$ cat src/logic/upsc_pkg.sv
// constants for the usb power and suspend control block
package upsc_pkg;
    // register port
    localparam int          ADDR_W        = 8;
    localparam int          DATA_W        = 32;
    localparam logic [7:0]  OFS_POWER_CTL = 8'h00;
    localparam logic [7:0]  OFS_IRQ_STAT  = 8'h04;
    localparam logic [7:0]  OFS_IRQ_MASK  = 8'h08;

    // usb_power_control field positions
    localparam int          BIT_POWER_ON  = 0;
    localparam int          BIT_SUSPEND   = 1;
    localparam int          BIT_NOT_READY = 3;
    localparam int          BIT_GUARD     = 4;
    localparam int          BIT_ACT_PEND  = 7;

    // interrupt status and mask field positions
    localparam int          IRQ_W         = 2;
    localparam int          IRQ_ACTIVITY  = 0;
    localparam int          IRQ_READY     = 1;

    // reset values
    localparam logic [31:0] RST_POWER_CTL = 32'h0000_0000;
    localparam logic [1:0]  RST_IRQ       = 2'h0;

    // clock and shutdown timing
    localparam int          CLK_PERIOD_NS = 40;
    localparam int          SHUTDOWN_NS   = 200;
    localparam int          SHUTDOWN_CYC  =
        (SHUTDOWN_NS + CLK_PERIOD_NS - 1) / CLK_PERIOD_NS;
    localparam int          CNT_W         = 4;

    // state of the power-down tracker
    typedef enum logic [2:0] {
        UPSC_OFF_READY = 3'b001,
        UPSC_RUNNING   = 3'b010,
        UPSC_DRAINING  = 3'b100
    } upsc_state_t;
endpackage

$ cat src/logic/upsc_core_if.sv
// signals between register front end and power-down tracker
`timescale 1ns/1ns
`default_nettype none
interface upsc_core_if;
    logic power_on;       // module power-on from the register
    logic activity;       // synchronised bus activity level
    logic activity_edge;  // one-cycle pulse on new activity
    logic not_ready;      // module active or still shutting down

    modport ctrl
    (
        output power_on,
        input  activity,
        input  activity_edge,
        input  not_ready
    );
    modport core
    (
        input  power_on,
        output activity,
        output activity_edge,
        output not_ready
    );
endinterface
`default_nettype wire

$ cat src/logic/upsc_tracker.sv
// activity synchroniser and power-down readiness tracker
`timescale 1ns/1ns
`default_nettype none
module upsc_tracker
(
    // clock and reset
    input  wire logic  clk_i,
    input  wire logic  rst_i,
    // bus activity pin
    input  wire logic  usb_activity_i,
    // link to the register front end
    upsc_core_if.core  core
);
    logic                          sync1_q;
    logic                          sync2_q;
    logic                          sync3_q;
    upsc_pkg::upsc_state_t         state_q;
    upsc_pkg::upsc_state_t         state_d;
    logic [upsc_pkg::CNT_W-1:0]    cnt_q;
    logic [upsc_pkg::CNT_W-1:0]    cnt_d;
    wire logic                     cnt_zero;

    // two-flop synchroniser; third flop only for the edge
    always_ff @(posedge clk_i or posedge rst_i)
    begin
        if (rst_i)
        begin
            sync1_q <= 1'b0;
            sync2_q <= 1'b0;
            sync3_q <= 1'b0;
        end
        else
        begin
            sync1_q <= usb_activity_i;
            sync2_q <= sync1_q;
            sync3_q <= sync2_q;
        end
    end

    assign core.activity      = sync2_q;
    assign core.activity_edge = sync2_q & ~sync3_q;
    assign cnt_zero           = (cnt_q == '0);

    // analog and pins need time to settle after power-off
    always_comb
    begin
        state_d = state_q;
        cnt_d   = cnt_q;
        case (state_q)
            upsc_pkg::UPSC_OFF_READY:
                if (core.power_on)
                    state_d = upsc_pkg::UPSC_RUNNING;
            upsc_pkg::UPSC_RUNNING:
                if (!core.power_on)
                begin
                    state_d = upsc_pkg::UPSC_DRAINING;
                    cnt_d   = upsc_pkg::CNT_W'(upsc_pkg::SHUTDOWN_CYC);
                end
            upsc_pkg::UPSC_DRAINING:
                if (cnt_zero)
                    state_d = upsc_pkg::UPSC_OFF_READY;
                else
                    cnt_d = cnt_q - 1'b1;
            default:
                state_d = upsc_pkg::UPSC_OFF_READY;
        endcase
    end

    always_ff @(posedge clk_i or posedge rst_i)
    begin
        if (rst_i)
        begin
            state_q <= upsc_pkg::UPSC_OFF_READY;
            cnt_q   <= '0;
        end
        else
        begin
            state_q <= state_d;
            cnt_q   <= cnt_d;
        end
    end

    // busy while on or draining, clear only when off and settled
    assign core.not_ready = (state_q != upsc_pkg::UPSC_OFF_READY); // RULE3
endmodule
`default_nettype wire

$ cat src/logic/upsc_top.sv
// usb power and suspend control: register port, irq, sleep guard
//
// The register offsets and the address-and-strobe port were chosen for this implementation.
`timescale 1ns/1ns
`default_nettype none
// How it works
// RULE1: the activity pending flag is set when bus activity is seen but its interrupt is not yet raised, and clears when none is pending.
// RULE2: with the sleep guard set, sleep entry is blocked on bus activity or a pending notification; with it clear the block never stops sleep.
// RULE3: the not-ready flag reads 1 while the module is on or still shutting down, and 0 only when off and ready.
// RULE4: the suspend request gates off the 48 MHz usb clock and puts the transceiver in low power; clear means normal operation.
// RULE5: power-on runs the module; when clear, outputs are inactive, pins are released and analog is shut down.
// RULE6: software ignores other usb status and avoids usb register writes while off and not ready.
// RULE7: unimplemented power control bits 31-8, 6-5 and 2 read as zero.
// RULE8: implemented power control bits reset to zero and writes to the activity pending flag are ignored.
module upsc_top
(
    // clock and reset
    input  wire logic        clk_i,
    input  wire logic        rst_i,
    // register port
    input  wire logic [7:0]  addr_i,
    input  wire logic [31:0] wdata_i,
    input  wire logic        wr_i,
    input  wire logic        rd_i,
    output logic      [31:0] rdata_o,
    // usb bus side
    input  wire logic        usb_activity_i,
    output logic             usb_clk_en_o,
    output logic             xcvr_low_power_o,
    output logic             module_enable_o,
    output logic             pins_owned_o,
    output logic             analog_en_o,
    // sleep controller
    output logic             sleep_block_o,
    // interrupt
    output logic             irq_o
);
    upsc_core_if core_if ();

    logic                          power_on_q;
    logic                          suspend_q;
    logic                          guard_q;
    logic                          act_pend_q;
    logic                          act_pend_d;
    logic                          not_ready_q;
    logic [upsc_pkg::IRQ_W-1:0]    stat_q;
    logic [upsc_pkg::IRQ_W-1:0]    stat_d;
    logic [upsc_pkg::IRQ_W-1:0]    mask_q;
    logic [31:0]                   rdata_q;
    logic [31:0]                   rdata_d;
    logic                          usb_clk_en_q;
    logic                          xcvr_low_q;
    logic                          enable_q;
    logic                          sleep_block_q;

    wire logic                     sel_ctl;
    wire logic                     sel_stat;
    wire logic                     sel_mask;
    wire logic                     wr_ctl;
    wire logic                     wr_mask;
    wire logic                     rd_stat;
    wire logic                     running;
    wire logic                     act_evt;
    wire logic                     ready_evt;
    logic      [upsc_pkg::IRQ_W-1:0] events;
    wire logic [upsc_pkg::IRQ_W-1:0] stat_clr;
    wire logic                     notify_pend;
    logic      [31:0]              ctl_view;

    upsc_tracker u_tracker
    (
        .clk_i          (clk_i),
        .rst_i          (rst_i),
        .usb_activity_i (usb_activity_i),
        .core           (core_if.core)
    );

    assign core_if.power_on = power_on_q;

    // address decode
    assign sel_ctl  = (addr_i == upsc_pkg::OFS_POWER_CTL);
    assign sel_stat = (addr_i == upsc_pkg::OFS_IRQ_STAT);
    assign sel_mask = (addr_i == upsc_pkg::OFS_IRQ_MASK);
    assign wr_ctl   = wr_i & sel_ctl;
    assign wr_mask  = wr_i & sel_mask;
    assign rd_stat  = rd_i & sel_stat;

    // clock is live only when on and not suspended
    assign running  = power_on_q & ~suspend_q;

    // activity seen while on but suspended cannot raise an
    // interrupt yet, so it waits in the pending flag until resume
    assign act_evt  = running & (core_if.activity_edge | act_pend_q);
    always_comb
    begin
        act_pend_d = act_pend_q;
        if (!power_on_q)
            act_pend_d = 1'b0;
        else if (suspend_q && core_if.activity_edge)
            act_pend_d = 1'b1; // RULE1
        else if (act_evt)
            act_pend_d = 1'b0; // RULE1
    end

    // module became ready to be enabled again
    assign ready_evt = not_ready_q & ~core_if.not_ready;

    // sticky status: read clears, a new event in that cycle wins
    always_comb
    begin
        events = '0;
        events[upsc_pkg::IRQ_ACTIVITY] = act_evt;
        events[upsc_pkg::IRQ_READY]    = ready_evt;
    end
    assign stat_clr = rd_stat ? '1 : '0;
    assign stat_d   = (stat_q & ~stat_clr) | events;

    assign notify_pend = |(stat_q & mask_q);

    // register view, unimplemented bits tied low
    always_comb
    begin
        ctl_view = '0; // RULE7
        ctl_view[upsc_pkg::BIT_POWER_ON]  = power_on_q;
        ctl_view[upsc_pkg::BIT_SUSPEND]   = suspend_q;
        // tracker lags power-on by two edges, so on counts as busy
        ctl_view[upsc_pkg::BIT_NOT_READY] = power_on_q | not_ready_q; // RULE3
        ctl_view[upsc_pkg::BIT_GUARD]     = guard_q;
        ctl_view[upsc_pkg::BIT_ACT_PEND]  = act_pend_q; // RULE1
    end

    // read mux; unmapped addresses read as zero
    always_comb
    begin
        rdata_d = '0;
        if (rd_i && sel_ctl)
            rdata_d = ctl_view;
        else if (rd_stat)
            rdata_d = 32'(stat_q);
        else if (rd_i && sel_mask)
            rdata_d = 32'(mask_q);
    end

    // software-written controls; read-only bits never take writes
    always_ff @(posedge clk_i or posedge rst_i)
    begin
        if (rst_i)
        begin
            power_on_q <= upsc_pkg::RST_POWER_CTL[upsc_pkg::BIT_POWER_ON];
            suspend_q  <= upsc_pkg::RST_POWER_CTL[upsc_pkg::BIT_SUSPEND];
            guard_q    <= upsc_pkg::RST_POWER_CTL[upsc_pkg::BIT_GUARD];
            mask_q     <= upsc_pkg::RST_IRQ;
        end
        else
        begin
            if (wr_ctl)
            begin
                power_on_q <= wdata_i[upsc_pkg::BIT_POWER_ON]; // RULE5
                suspend_q  <= wdata_i[upsc_pkg::BIT_SUSPEND]; // RULE4
                guard_q    <= wdata_i[upsc_pkg::BIT_GUARD]; // RULE2
            end
            if (wr_mask)
                mask_q <= wdata_i[upsc_pkg::IRQ_W-1:0];
        end
    end

    // hardware-owned state, all cleared by reset
    always_ff @(posedge clk_i or posedge rst_i)
    begin
        if (rst_i)
        begin
            act_pend_q  <= upsc_pkg::RST_POWER_CTL[upsc_pkg::BIT_ACT_PEND]; // RULE8
            not_ready_q <= upsc_pkg::RST_POWER_CTL[upsc_pkg::BIT_NOT_READY]; // RULE8
            stat_q      <= upsc_pkg::RST_IRQ;
            rdata_q     <= '0;
        end
        else
        begin
            act_pend_q  <= act_pend_d;
            not_ready_q <= core_if.not_ready;
            stat_q      <= stat_d;
            rdata_q     <= rdata_d;
        end
    end

    // registered pin-side controls, one cycle after the write
    always_ff @(posedge clk_i or posedge rst_i)
    begin
        if (rst_i)
        begin
            usb_clk_en_q  <= 1'b0;
            xcvr_low_q    <= 1'b1;
            enable_q      <= 1'b0;
            sleep_block_q <= 1'b0;
        end
        else
        begin
            usb_clk_en_q  <= running; // RULE4
            xcvr_low_q    <= ~running; // RULE4
            enable_q      <= power_on_q; // RULE5
            sleep_block_q <= guard_q &
                (core_if.activity | act_pend_q | notify_pend); // RULE2
        end
    end

    assign rdata_o          = rdata_q;
    assign usb_clk_en_o     = usb_clk_en_q;
    assign xcvr_low_power_o = xcvr_low_q;
    assign module_enable_o  = enable_q; // RULE5
    assign pins_owned_o     = enable_q;
    assign analog_en_o      = enable_q;
    assign sleep_block_o    = sleep_block_q;
    assign irq_o            = notify_pend;
endmodule
`default_nettype wire

$ cat config.mk
export PLATFORM = sky130hd
export DESIGN_NAME = upsc_top
export DESIGN_NICKNAME = d
export VERILOG_FILES = /design/src/logic/upsc_pkg.sv /design/src/logic/upsc_core_if.sv /design/src/logic/upsc_tracker.sv /design/src/logic/upsc_top.sv
export SDC_FILE = /design/constraint.sdc
export NUM_CORES = 1
export LEC_CHECK = 0
export ABC_CLOCK_PERIOD_IN_PS = 1700
export BUFFER_PORTS_ARGS = -buffer_cell sky130_fd_sc_hd__buf_2
export CORE_ASPECT_RATIO = 0.8
export CORE_MARGIN = 3
export CORE_UTILIZATION = 43
export DETAILED_ROUTE_END_ITERATION = 8
export PLACE_DENSITY = 0.79
export SLEW_MARGIN = 5
export SYNTH_ARGS = -nofsm -noshare
export SYNTH_HDL_FRONTEND = slang
export SYNTH_SLANG_ARGS = --single-unit
$ cat constraint.sdc
create_clock -name clk_i -period 1.7 [get_ports clk_i]
set_input_delay 0.255 -clock clk_i [delete_from_list [all_inputs] [get_ports clk_i]]
set_output_delay 0.255 -clock clk_i [all_outputs]
set_load 0.01 [all_outputs]
Word level (Yosys, flattened, before mapping)
Index checks and enable logic that the tools add are counted.
Widths: inputs -> output; s select.
{"block": "word_totals", "inputBits": 45, "output_inout_bits": 39, "word_cells": 72, "reg_bits": 55}
{"block": "op_classes", "eq_ne": 11, "reduce_logical": 9, "n_mux": 14, "bitwise": 20, "n_addsub": 1}
{"operator": "$mux 3", "n": 3}
{"operator": "$pmux 3 s3", "n": 1}
{"operator": "$and 1x1->1", "n": 8}
{"operator": "$eq 8x3->1 const B", "n": 1}
{"operator": "$eq 8x4->1 const B", "n": 1}
{"operator": "$logic_not 8->1", "n": 1}
{"operator": "$mux 4", "n": 2}
{"operator": "$mux 8", "n": 1}
{"operator": "$pmux 4 s2", "n": 1}
{"operator": "$mux 2", "n": 3}
{"operator": "$ne 2x2->1 const B", "n": 3}
{"operator": "$ne 3x1->1 const B", "n": 2}
{"operator": "$reduce_and 3->1", "n": 2}
{"operator": "$and 2x2->2", "n": 2}
{"operator": "$logic_not 4->1", "n": 1}
{"operator": "$not 1->1", "n": 4}
{"operator": "$or 1x1->1", "n": 4}
{"operator": "$sub 4x1->4 const B", "n": 1}
{"operator": "$eq 3x1->1 const B", "n": 1}
{"operator": "$eq 3x2->1 const B", "n": 1}
{"operator": "$eq 3x3->1 const B", "n": 1}
{"operator": "$logic_and 1x1->1", "n": 3}
{"operator": "$mux 1", "n": 3}
{"operator": "$ne 2x1->1 const B", "n": 1}
{"operator": "4 further kinds", "n": 4}

Longest topological paths before layout
Gate-level depths: netlist of run 1.
{"block": "depth", "depth_word": 7, "ltp_mapped": 5}

Modules after synthesis
From an unflattened synthesis of run 1, not the netlist that was laid out.
{"block": "hier_totals", "cells_unflattened": 129, "hier_area_um2": 1422.6}
{"module": "upsc_top", "area_per_inst_um2": 937.1, "seq_area_each_um2": 451.7, "cells_per_inst": 85, "n_inst": 1}
{"module": "upsc_tracker", "area_per_inst_um2": 485.5, "seq_area_each_um2": 251.5, "cells_per_inst": 44, "n_inst": 1}

Worst setup path before layout of run 1
Ideal clock, no wire load.
{"block": "synth_timing", "path_type": "flip-flop to flip-flop", "start": "register power_on_q, in the netlist core_if.power_on", "end": "register u_tracker.cnt_q[3] (netlist bit)", "t_required_ns": 1.568, "t_arrival_ns": 1.198, "slack_ns": 0.370, "path_stages_with_launch": 4, "setup_time_ns": 0.132, "path_buffers": 0, "path_cell_list": "dfrtp_1 -> or4b_4 -> o211ai_1 -> o41ai_2"}
{"block": "synth_via", "elab_chain_cells": 2}
{"element": "start, declared", "line_no": "upsc_top.sv:40", "rtl": "logic power_on_q;"}
{"element": "start signal, assigned", "line_no": "upsc_top.sv:149", "rtl": "power_on_q <= upsc_pkg::RST_POWER_CTL[upsc_pkg::BIT_POWER_ON];"}
{"element": "start signal, assigned", "line_no": "upsc_top.sv:158", "rtl": "power_on_q <= wdata_i[upsc_pkg::BIT_POWER_ON];"}
{"element": "$ne 2x2->1 (no line)"}
{"element": "$reduce_and 3->1 (no line)"}
{"element": "end signal, assigned", "line_no": "upsc_tracker.sv:79", "rtl": "cnt_q <= cnt_d;"}
{"element": "end, declared", "line_no": "upsc_tracker.sv:19", "rtl": "logic [upsc_pkg::CNT_W-1:0] cnt_q;"}
No other way between the ends.
A chain may end at the register's enable or synchronous reset.

Worst setup path after layout of run 1
{"block": "layout_timing", "start": "register u_tracker.cnt_q[0] (netlist bit)", "end": "register u_tracker.cnt_q[0] (netlist bit)"}
{"block": "layout_via", "elab_chain_cells": 3}
{"element": "$sub 4x1->4 / $logic_not 4->1 (equally long branches)", "line_no": "upsc_tracker.sv:63, upsc_tracker.sv:42"}
{"element": "$mux 4 / $ne 2x2->1 (equally long branches)"}
{"element": "$pmux 4 s2 / $reduce_and 3->1 (equally long branches)"}
Parallel ways exist; a longest one is shown, timed or not. The select of a mux whose other input is x is not followed.

==> results of run 1 <==
## cells in the final DEF (no fill, tap or decap), types with 2 or more instances in the layout
| cell | count |
|---|---|
| nand4_1 | 2 |
| conb_1 | 27 |
| inv_1 | 7 |
| nor2_1 | 5 |
| o211ai_1 | 2 |
| mux2_1 | 5 |
| nor4b_1 | 2 |
| buf_2 | 27 |
| mux2i_1 | 2 |
| o21ai_0 | 3 |
| nand2_1 | 2 |
| buf_4 | 2 |
| clkbuf_8 | 3 |
| o2bb2ai_1 | 2 |
| a21oi_1 | 2 |
| dfstp_2 | 2 |
| dfrtp_1 | 26 |
| nor2b_1 | 2 |
## power breakdown
group / switching, mW / total (mW) / internal [mW]
clock network: 0.200 / 0.515 / 0.315
logic: 0.106 / 0.169 / 0.0633
registers: 0.0245 / 0.721 / 0.697
## per-stage QoR
stage	utilization	setup WS, ns
detailed placement	0.476	0.221
global route	0.499	0.0662
CTS	0.499	0.203
global placement	0.476	0.276
finish	0.499	0.218
floorplan	-	0.370
## registers in the layout (all words and copies together), names as in the netlist, 2 cells and up
register and count:
u_tracker.state_q 3, rdata_o 5, u_tracker.cnt_q 4, mask_q 2
stat_q 2
## worst paths after layout
path                                          from  depth (start not counted)                 endpoint  slack [ns]
worst min-delay path                         rst_i                          3               act_pend_q        0.03
max in group asynchronous                    rst_i                          3     u_tracker.state_q[0]        1.37
worst min register to register   u_tracker.sync1_q                          0  u_tracker.core.activity        0.36
min in group clk_i                  usb_activity_i                          1        u_tracker.sync1_q        0.09
worst max register to register  u_tracker.cnt_q[0]                          5       u_tracker.cnt_q[0]        0.22
worst max-delay path            u_tracker.cnt_q[0]                          5       u_tracker.cnt_q[0]        0.22
## cell type report
class | count | area (sq um)
fill | 284 | 1570
sequential | 28 | 703
multi-input combinational | 83 | 562
timing repair buffer | 29 | 150
tap | 40 | 50.0
clock buffer | 3 | 41.3
clock inverter | 1 | 30.0
inverter | 7 | 26.3
## worst min-delay path, stage by stage
cell   delay, ns
buf_2       0.10
inv_1       0.04
buf_4       0.32
## synthesized netlist by cell type, types with 2 or more instances
library cell / n / share of area
o2bb2ai_1: 2 / 0.012
nand2_1: 2 / 0.0053
mux2i_1: 2 / 0.014
buf_4: 29 / 0.15
dfstp_2: 2 / 0.037
inv_1: 7 / 0.018
a21oi_1: 2 / 0.0070
nor4b_1: 2 / 0.012
nor2_1: 5 / 0.013
nand4_1: 2 / 0.0088
o21ai_0: 3 / 0.011
o211ai_1: 2 / 0.011
dfrtp_1: 26 / 0.46
mux2_1: 5 / 0.039
nor2b_1: 2 / 0.0088
## cell families after synthesis
logic type                 count (synthesis)  share of synthesized area
and+or+nand+nor                           28                      0.150
xor gates and xnor gates                   2                     0.0123
AOI/OAI and AO/OA                         18                     0.0982
other                                      1                    0.00263
adders and majority gates                  1                    0.00876
buffers and inverters                     38                      0.182
muxes                                      7                     0.0535
DFF                                       28                      0.493
## layer usage
metal / up-vias / part of all wire / global-route usage
met4: 0 / 0.0096 / 0.0492
met5: - / 0 / 0
li1: 423 / - / -
met2: 40 / 0.53 / 0.244
met1: 461 / 0.39 / 0.146
met3: 3 / 0.071 / 0.0141
==> summary.md, run 1 <==
| Metric | Value |
|---|---|
| Max Transition Viols Final | `0` |
| Max-Cap Viols | `0` |
| Ys Warns | `0` |
| N_diodes | `0` |
| Clock root buffer | `clkbuf_8` |
| Starting Density | `0.456` |
| Gpl congestion | `0.805` |
| Post-route ant nets | `0` |
| Crit path required time | `around 1.9 ns` |
| Worst path top cell family by delay | `flip-flops` |
| Pre-antenna DRT Iters | `4` |
| Final Cycle Share | `0.872` |
| Final setup TNS | `0 ns` |
| Type of origin of the critical path | `flip-flop` |
| Distinct cells, synth | `45` |
| Post-synth EDFFs | `0` |
| RSZ-0062 raised after global routing | `no` |
| Fin crit period | `1.48 ns` |
| Ys async rst share | `1.00` |
| Pwr Density | `899 nW/um^2` |
| Synthesized flop and latch total | `28` |
| Status | `complete, no violations` |
| Total GRT Usage | `0.128` |
| First-pass GRT wire length | `4070 um` |
| Die Footprint | `between 4000 and 5000 sq um` |
| Area Growth Syn to Fin | `9.47%` |
| Static Leak | `0.800 nW` |
| Setup violations, final | `0` |
| Grt ovf | `0` |
| Total power | `1.41 mW` |
| TritonCTS clock tree | `done` |
| Finished Cell Area | `1560 sq um` |
| Vias in the first global route | `roughly 860` |
| Routed WL per cell | `about 13 um` |
| Final Hold Slack | `0.0268 ns` |
| Drt via density | `4.85` |
| Largest buffer count on any clock path | `2` |
| Primary FF master, synth | `dfrtp_1` |
| # hold bufs at CTS | `0` |
| Crit path buf inv count | `1` |
| Fin nets | `198` |
| Mapped Area | `about 1400 sq um` |
| DRC | `0` |
| Number of DRC markers in iteration 0 | `32` |
| Ports | `84` |
| CORE AREA | `~3100 sq um` |
| Max stage delay cell, worst path | `dfrtp_1` |
| Die height | `approximately 58 um` |
| Post-synthesis sequential area ratio | `0.493` |
| Final hold vios | `0` |
| Drt total wl | `roughly 2500 um` |
| Post-CTS sizing | `0` |
| Post-CTS Setup Bufs | `0` |
| Clock Skews | `0.00543 ns` |
| Post-Synthesis Cells | `123` |
| Initial antenna violation count | `0` |
| # H-tree levels | `1` |
| Non-Filler Instances | `191` |
| Crit end category | `flip-flop` |
| Syn_area_per_cell | `~12 sq um` |
| Crit path largest cell delay | `roughly 0.40 ns` |
| TritonCTS Sinks | `28` |
| Min-Delay Path Class | `in -> async` |
| Fmax | `~670 MHz` |
| CP Class | `reg -> reg` |
| Maximum VDD drop | `approximately 370 uV` |
| Die width | `70.4 um` |
| IO Port Bufs | `27` |
| Crit path DAT | `1.65 ns` |
| Inst Count DP | `187` |
| Max FO, Critical Path | `5` |
| Largest net degree at the start of global routing | `29` |
| Reg clk slew, reported paths | `~0.09 ns` |
| Share of cells above drive strength 1 | `0.298` |
| Post-DP Area | `1490 sq um` |
| Clock Latency Late Sink | `~0.27 ns` |
| Vias | `927` |
| Rows | `18` |
| TritonCTS buffer count | `3` |
| CP Cell Sequence | `inv_1 > ha_1 > nor3b_2 > o21ai_2 > o21ba_1` |
| DP Wirelength | `1890 um` |
Note: power is estimated with default switching activity, not from simulation.
==> run 2, diff against run 1 <==
- ABC_CLOCK_PERIOD_IN_PS: 1700 -> 1300
- CORE_UTILIZATION: 43 -> 39
- PLACE_DENSITY: 0.79 -> 0.76
- clock period: 1.7 -> 1.3 ns (I/O delays scaled with it)
==> summary.md, run 2 (synthesis gave the netlist of run 1 again) <==
| Metric | Value |
|---|---|
| Drt via density | `roughly 4.5` |
| Min-Delay Path Class | `in -> reg` |
| Fin nets | `about 210` |
| Worst setup margin | `approximately 0.00026 ns` |
| Area Growth Syn to Fin | `14.5%` |
| First-pass GRT wire length | `roughly 4000 um` |
| Largest buffer count on any clock path | `2` |
| Min-Delay Path Depth | `1` |
| Drt total wl | `2580 um` |
| Most frequent cells in the layout | `conb_1 (27), buf_2 (27), dfrtp_1 (26)` |
| Grt ovf | `0` |
| Status | `complete, no violations` |
| Die height | `60.1 um` |
| Final Cycle Share | `1.00` |
| Vias | `roughly 910` |
| Rows | `18` |
| Global-route track usage on met3 | `0.0235` |
| Post-CTS Setup Bufs | `0` |
| Reg2Reg Depth | `5` |
| FILL cells | `295` |
| Clock Skews | `0.00930 ns` |
| Setup violations, final | `0` |
| Vias in the first global route | `852` |
| CORE AREA | `3290 sq um` |
| Max Transition Viols Final | `0` |
| Ports | `84` |
| Initial antenna violation count | `0` |
| IO Port Bufs | `27` |
| CP Class | `reg -> reg` |
| Static Leak | `0.843 nW` |
| Max FO, Critical Path | `5` |
| Type of origin of the critical path | `flip-flop` |
| RSZ-0062 raised after global routing | `yes` |
| Number of DRC markers in iteration 0 | `between 40 and 50` |
| Die Footprint | `4430 sq um` |
| Post-route ant nets | `0` |
| Pwr Density | `1030 nW/um^2` |
| Clock Latency Late Sink | `between 0.2 and 0.3 ns` |
| Fin crit period | `between 1 and 1.5 ns` |
| TritonCTS Sinks | `28` |
| Crit path required time | `1.46 ns` |
| Met1 GRT Util | `0.143` |
| Starting Density | `0.434` |
| Crit path DAT | `roughly 1.5 ns` |
| Storage element area | `703 sq um` |
| Gpl congestion | `0.794` |
| Area of the multi-input gates | `583 sq um` |
| Crit end category | `flip-flop` |
| Grt met2 use | `0.197` |
| Clock root buffer | `clkbuf_8` |
| Max-Cap Viols | `0` |
| Die width | `73.6 um` |
| DRC | `0` |
| Reg clk slew, reported paths | `0.08 ns` |
| Global routing's busiest layer | `met2` |
| Share of cells above drive strength 1 | `0.348` |
| Pre-antenna DRT Iters | `4` |
| Number of flip-flops in the largest register | `5` |
| TritonCTS clock tree | `done` |
| Final Hold Slack | `0.0420 ns` |
| Final setup TNS | `0 ns` |
| Total GRT Usage | `0.120` |
| Largest net degree at the start of global routing | `29` |
| Maximum VDD drop | `443 uV` |
| Final hold vios | `0` |
| Setup WS pre-CTS | `-0.0895 ns` |
| DP Wirelength | `2000 um` |
| N_diodes | `0` |
| TritonCTS buffer count | `3` |
| Fmax | `769 MHz` |
| # H-tree levels | `1` |
| Routed WL per cell | `12.8 um` |
## run 2: routing by layer
metal | vias up | share of wire
li1 | 443 | -
met4 | 0 | 0.025
met1 | 420 | 0.40
met5 | - | 0
met3 | 4 | 0.087
met2 | 46 | 0.48
## run 2: final timing paths
path	start	end	slack [ns]
max	u_tracker.cnt_q[0]	u_tracker.cnt_q[0]	0.0003
min in group asynchronous	rst_i	rdata_o[3]	0.51
max in group asynchronous	rst_i	u_tracker.state_q[0]	0.48
max reg2reg	u_tracker.cnt_q[0]	u_tracker.cnt_q[0]	0.0003
min	usb_activity_i	u_tracker.sync1_q	0.04
min reg2reg	u_tracker.sync1_q	u_tracker.core.activity	0.36
## run 2: final cells by class
class / instances / share of cell area
Inverter: 7 / 0.0161
Multi-Input combinational cell: 83 / 0.357
Clock buffer: 4 / 0.0275
Sequential cell: 28 / 0.430
Tap cell: 40 / 0.0306
Timing Repair Buffer: 39 / 0.139
## run 2: report_power, final
group          switching [mW]  total [mW]  internal (mW)  leakage (nW)
Combinational           0.154       0.272          0.118         0.455
Sequential             0.0255       0.937          0.911         0.365
Clock                   0.256       0.475          0.220        0.0228
Total                   0.435        1.68           1.25         0.843
## run 2: worst max-delay path: stages (launching register included)
cell,delay [ns]
dfrtp_1,0.41
inv_2,0.10
ha_4,0.15
nor3b_4,0.29
o21ai_2,0.09
o21ba_1,0.17
## run 2: stage by stage
step	cell area [sq um]	util	cells	total power, mW
global placement	1570	0.476	196	1.20
finish	1640	0.497	201	1.68
floorplan	1530	-	149	1.17
detailed placement	1570	0.476	196	1.21
CTS	1640	0.497	201	1.69
global route	1640	0.497	201	1.76
## run 2: what timing repair did
| action | in CTS | in global routing |
|---|---|---|
| hold endpoints to repair | 26 | 0 |
| endpoints found under the setup margin | 5 | 5 |
| cloned | 0 | 0 |
| resized for setup | 4 | 0 |
| hold buffers | 1 | 0 |
| pin swaps | 0 | 1 |
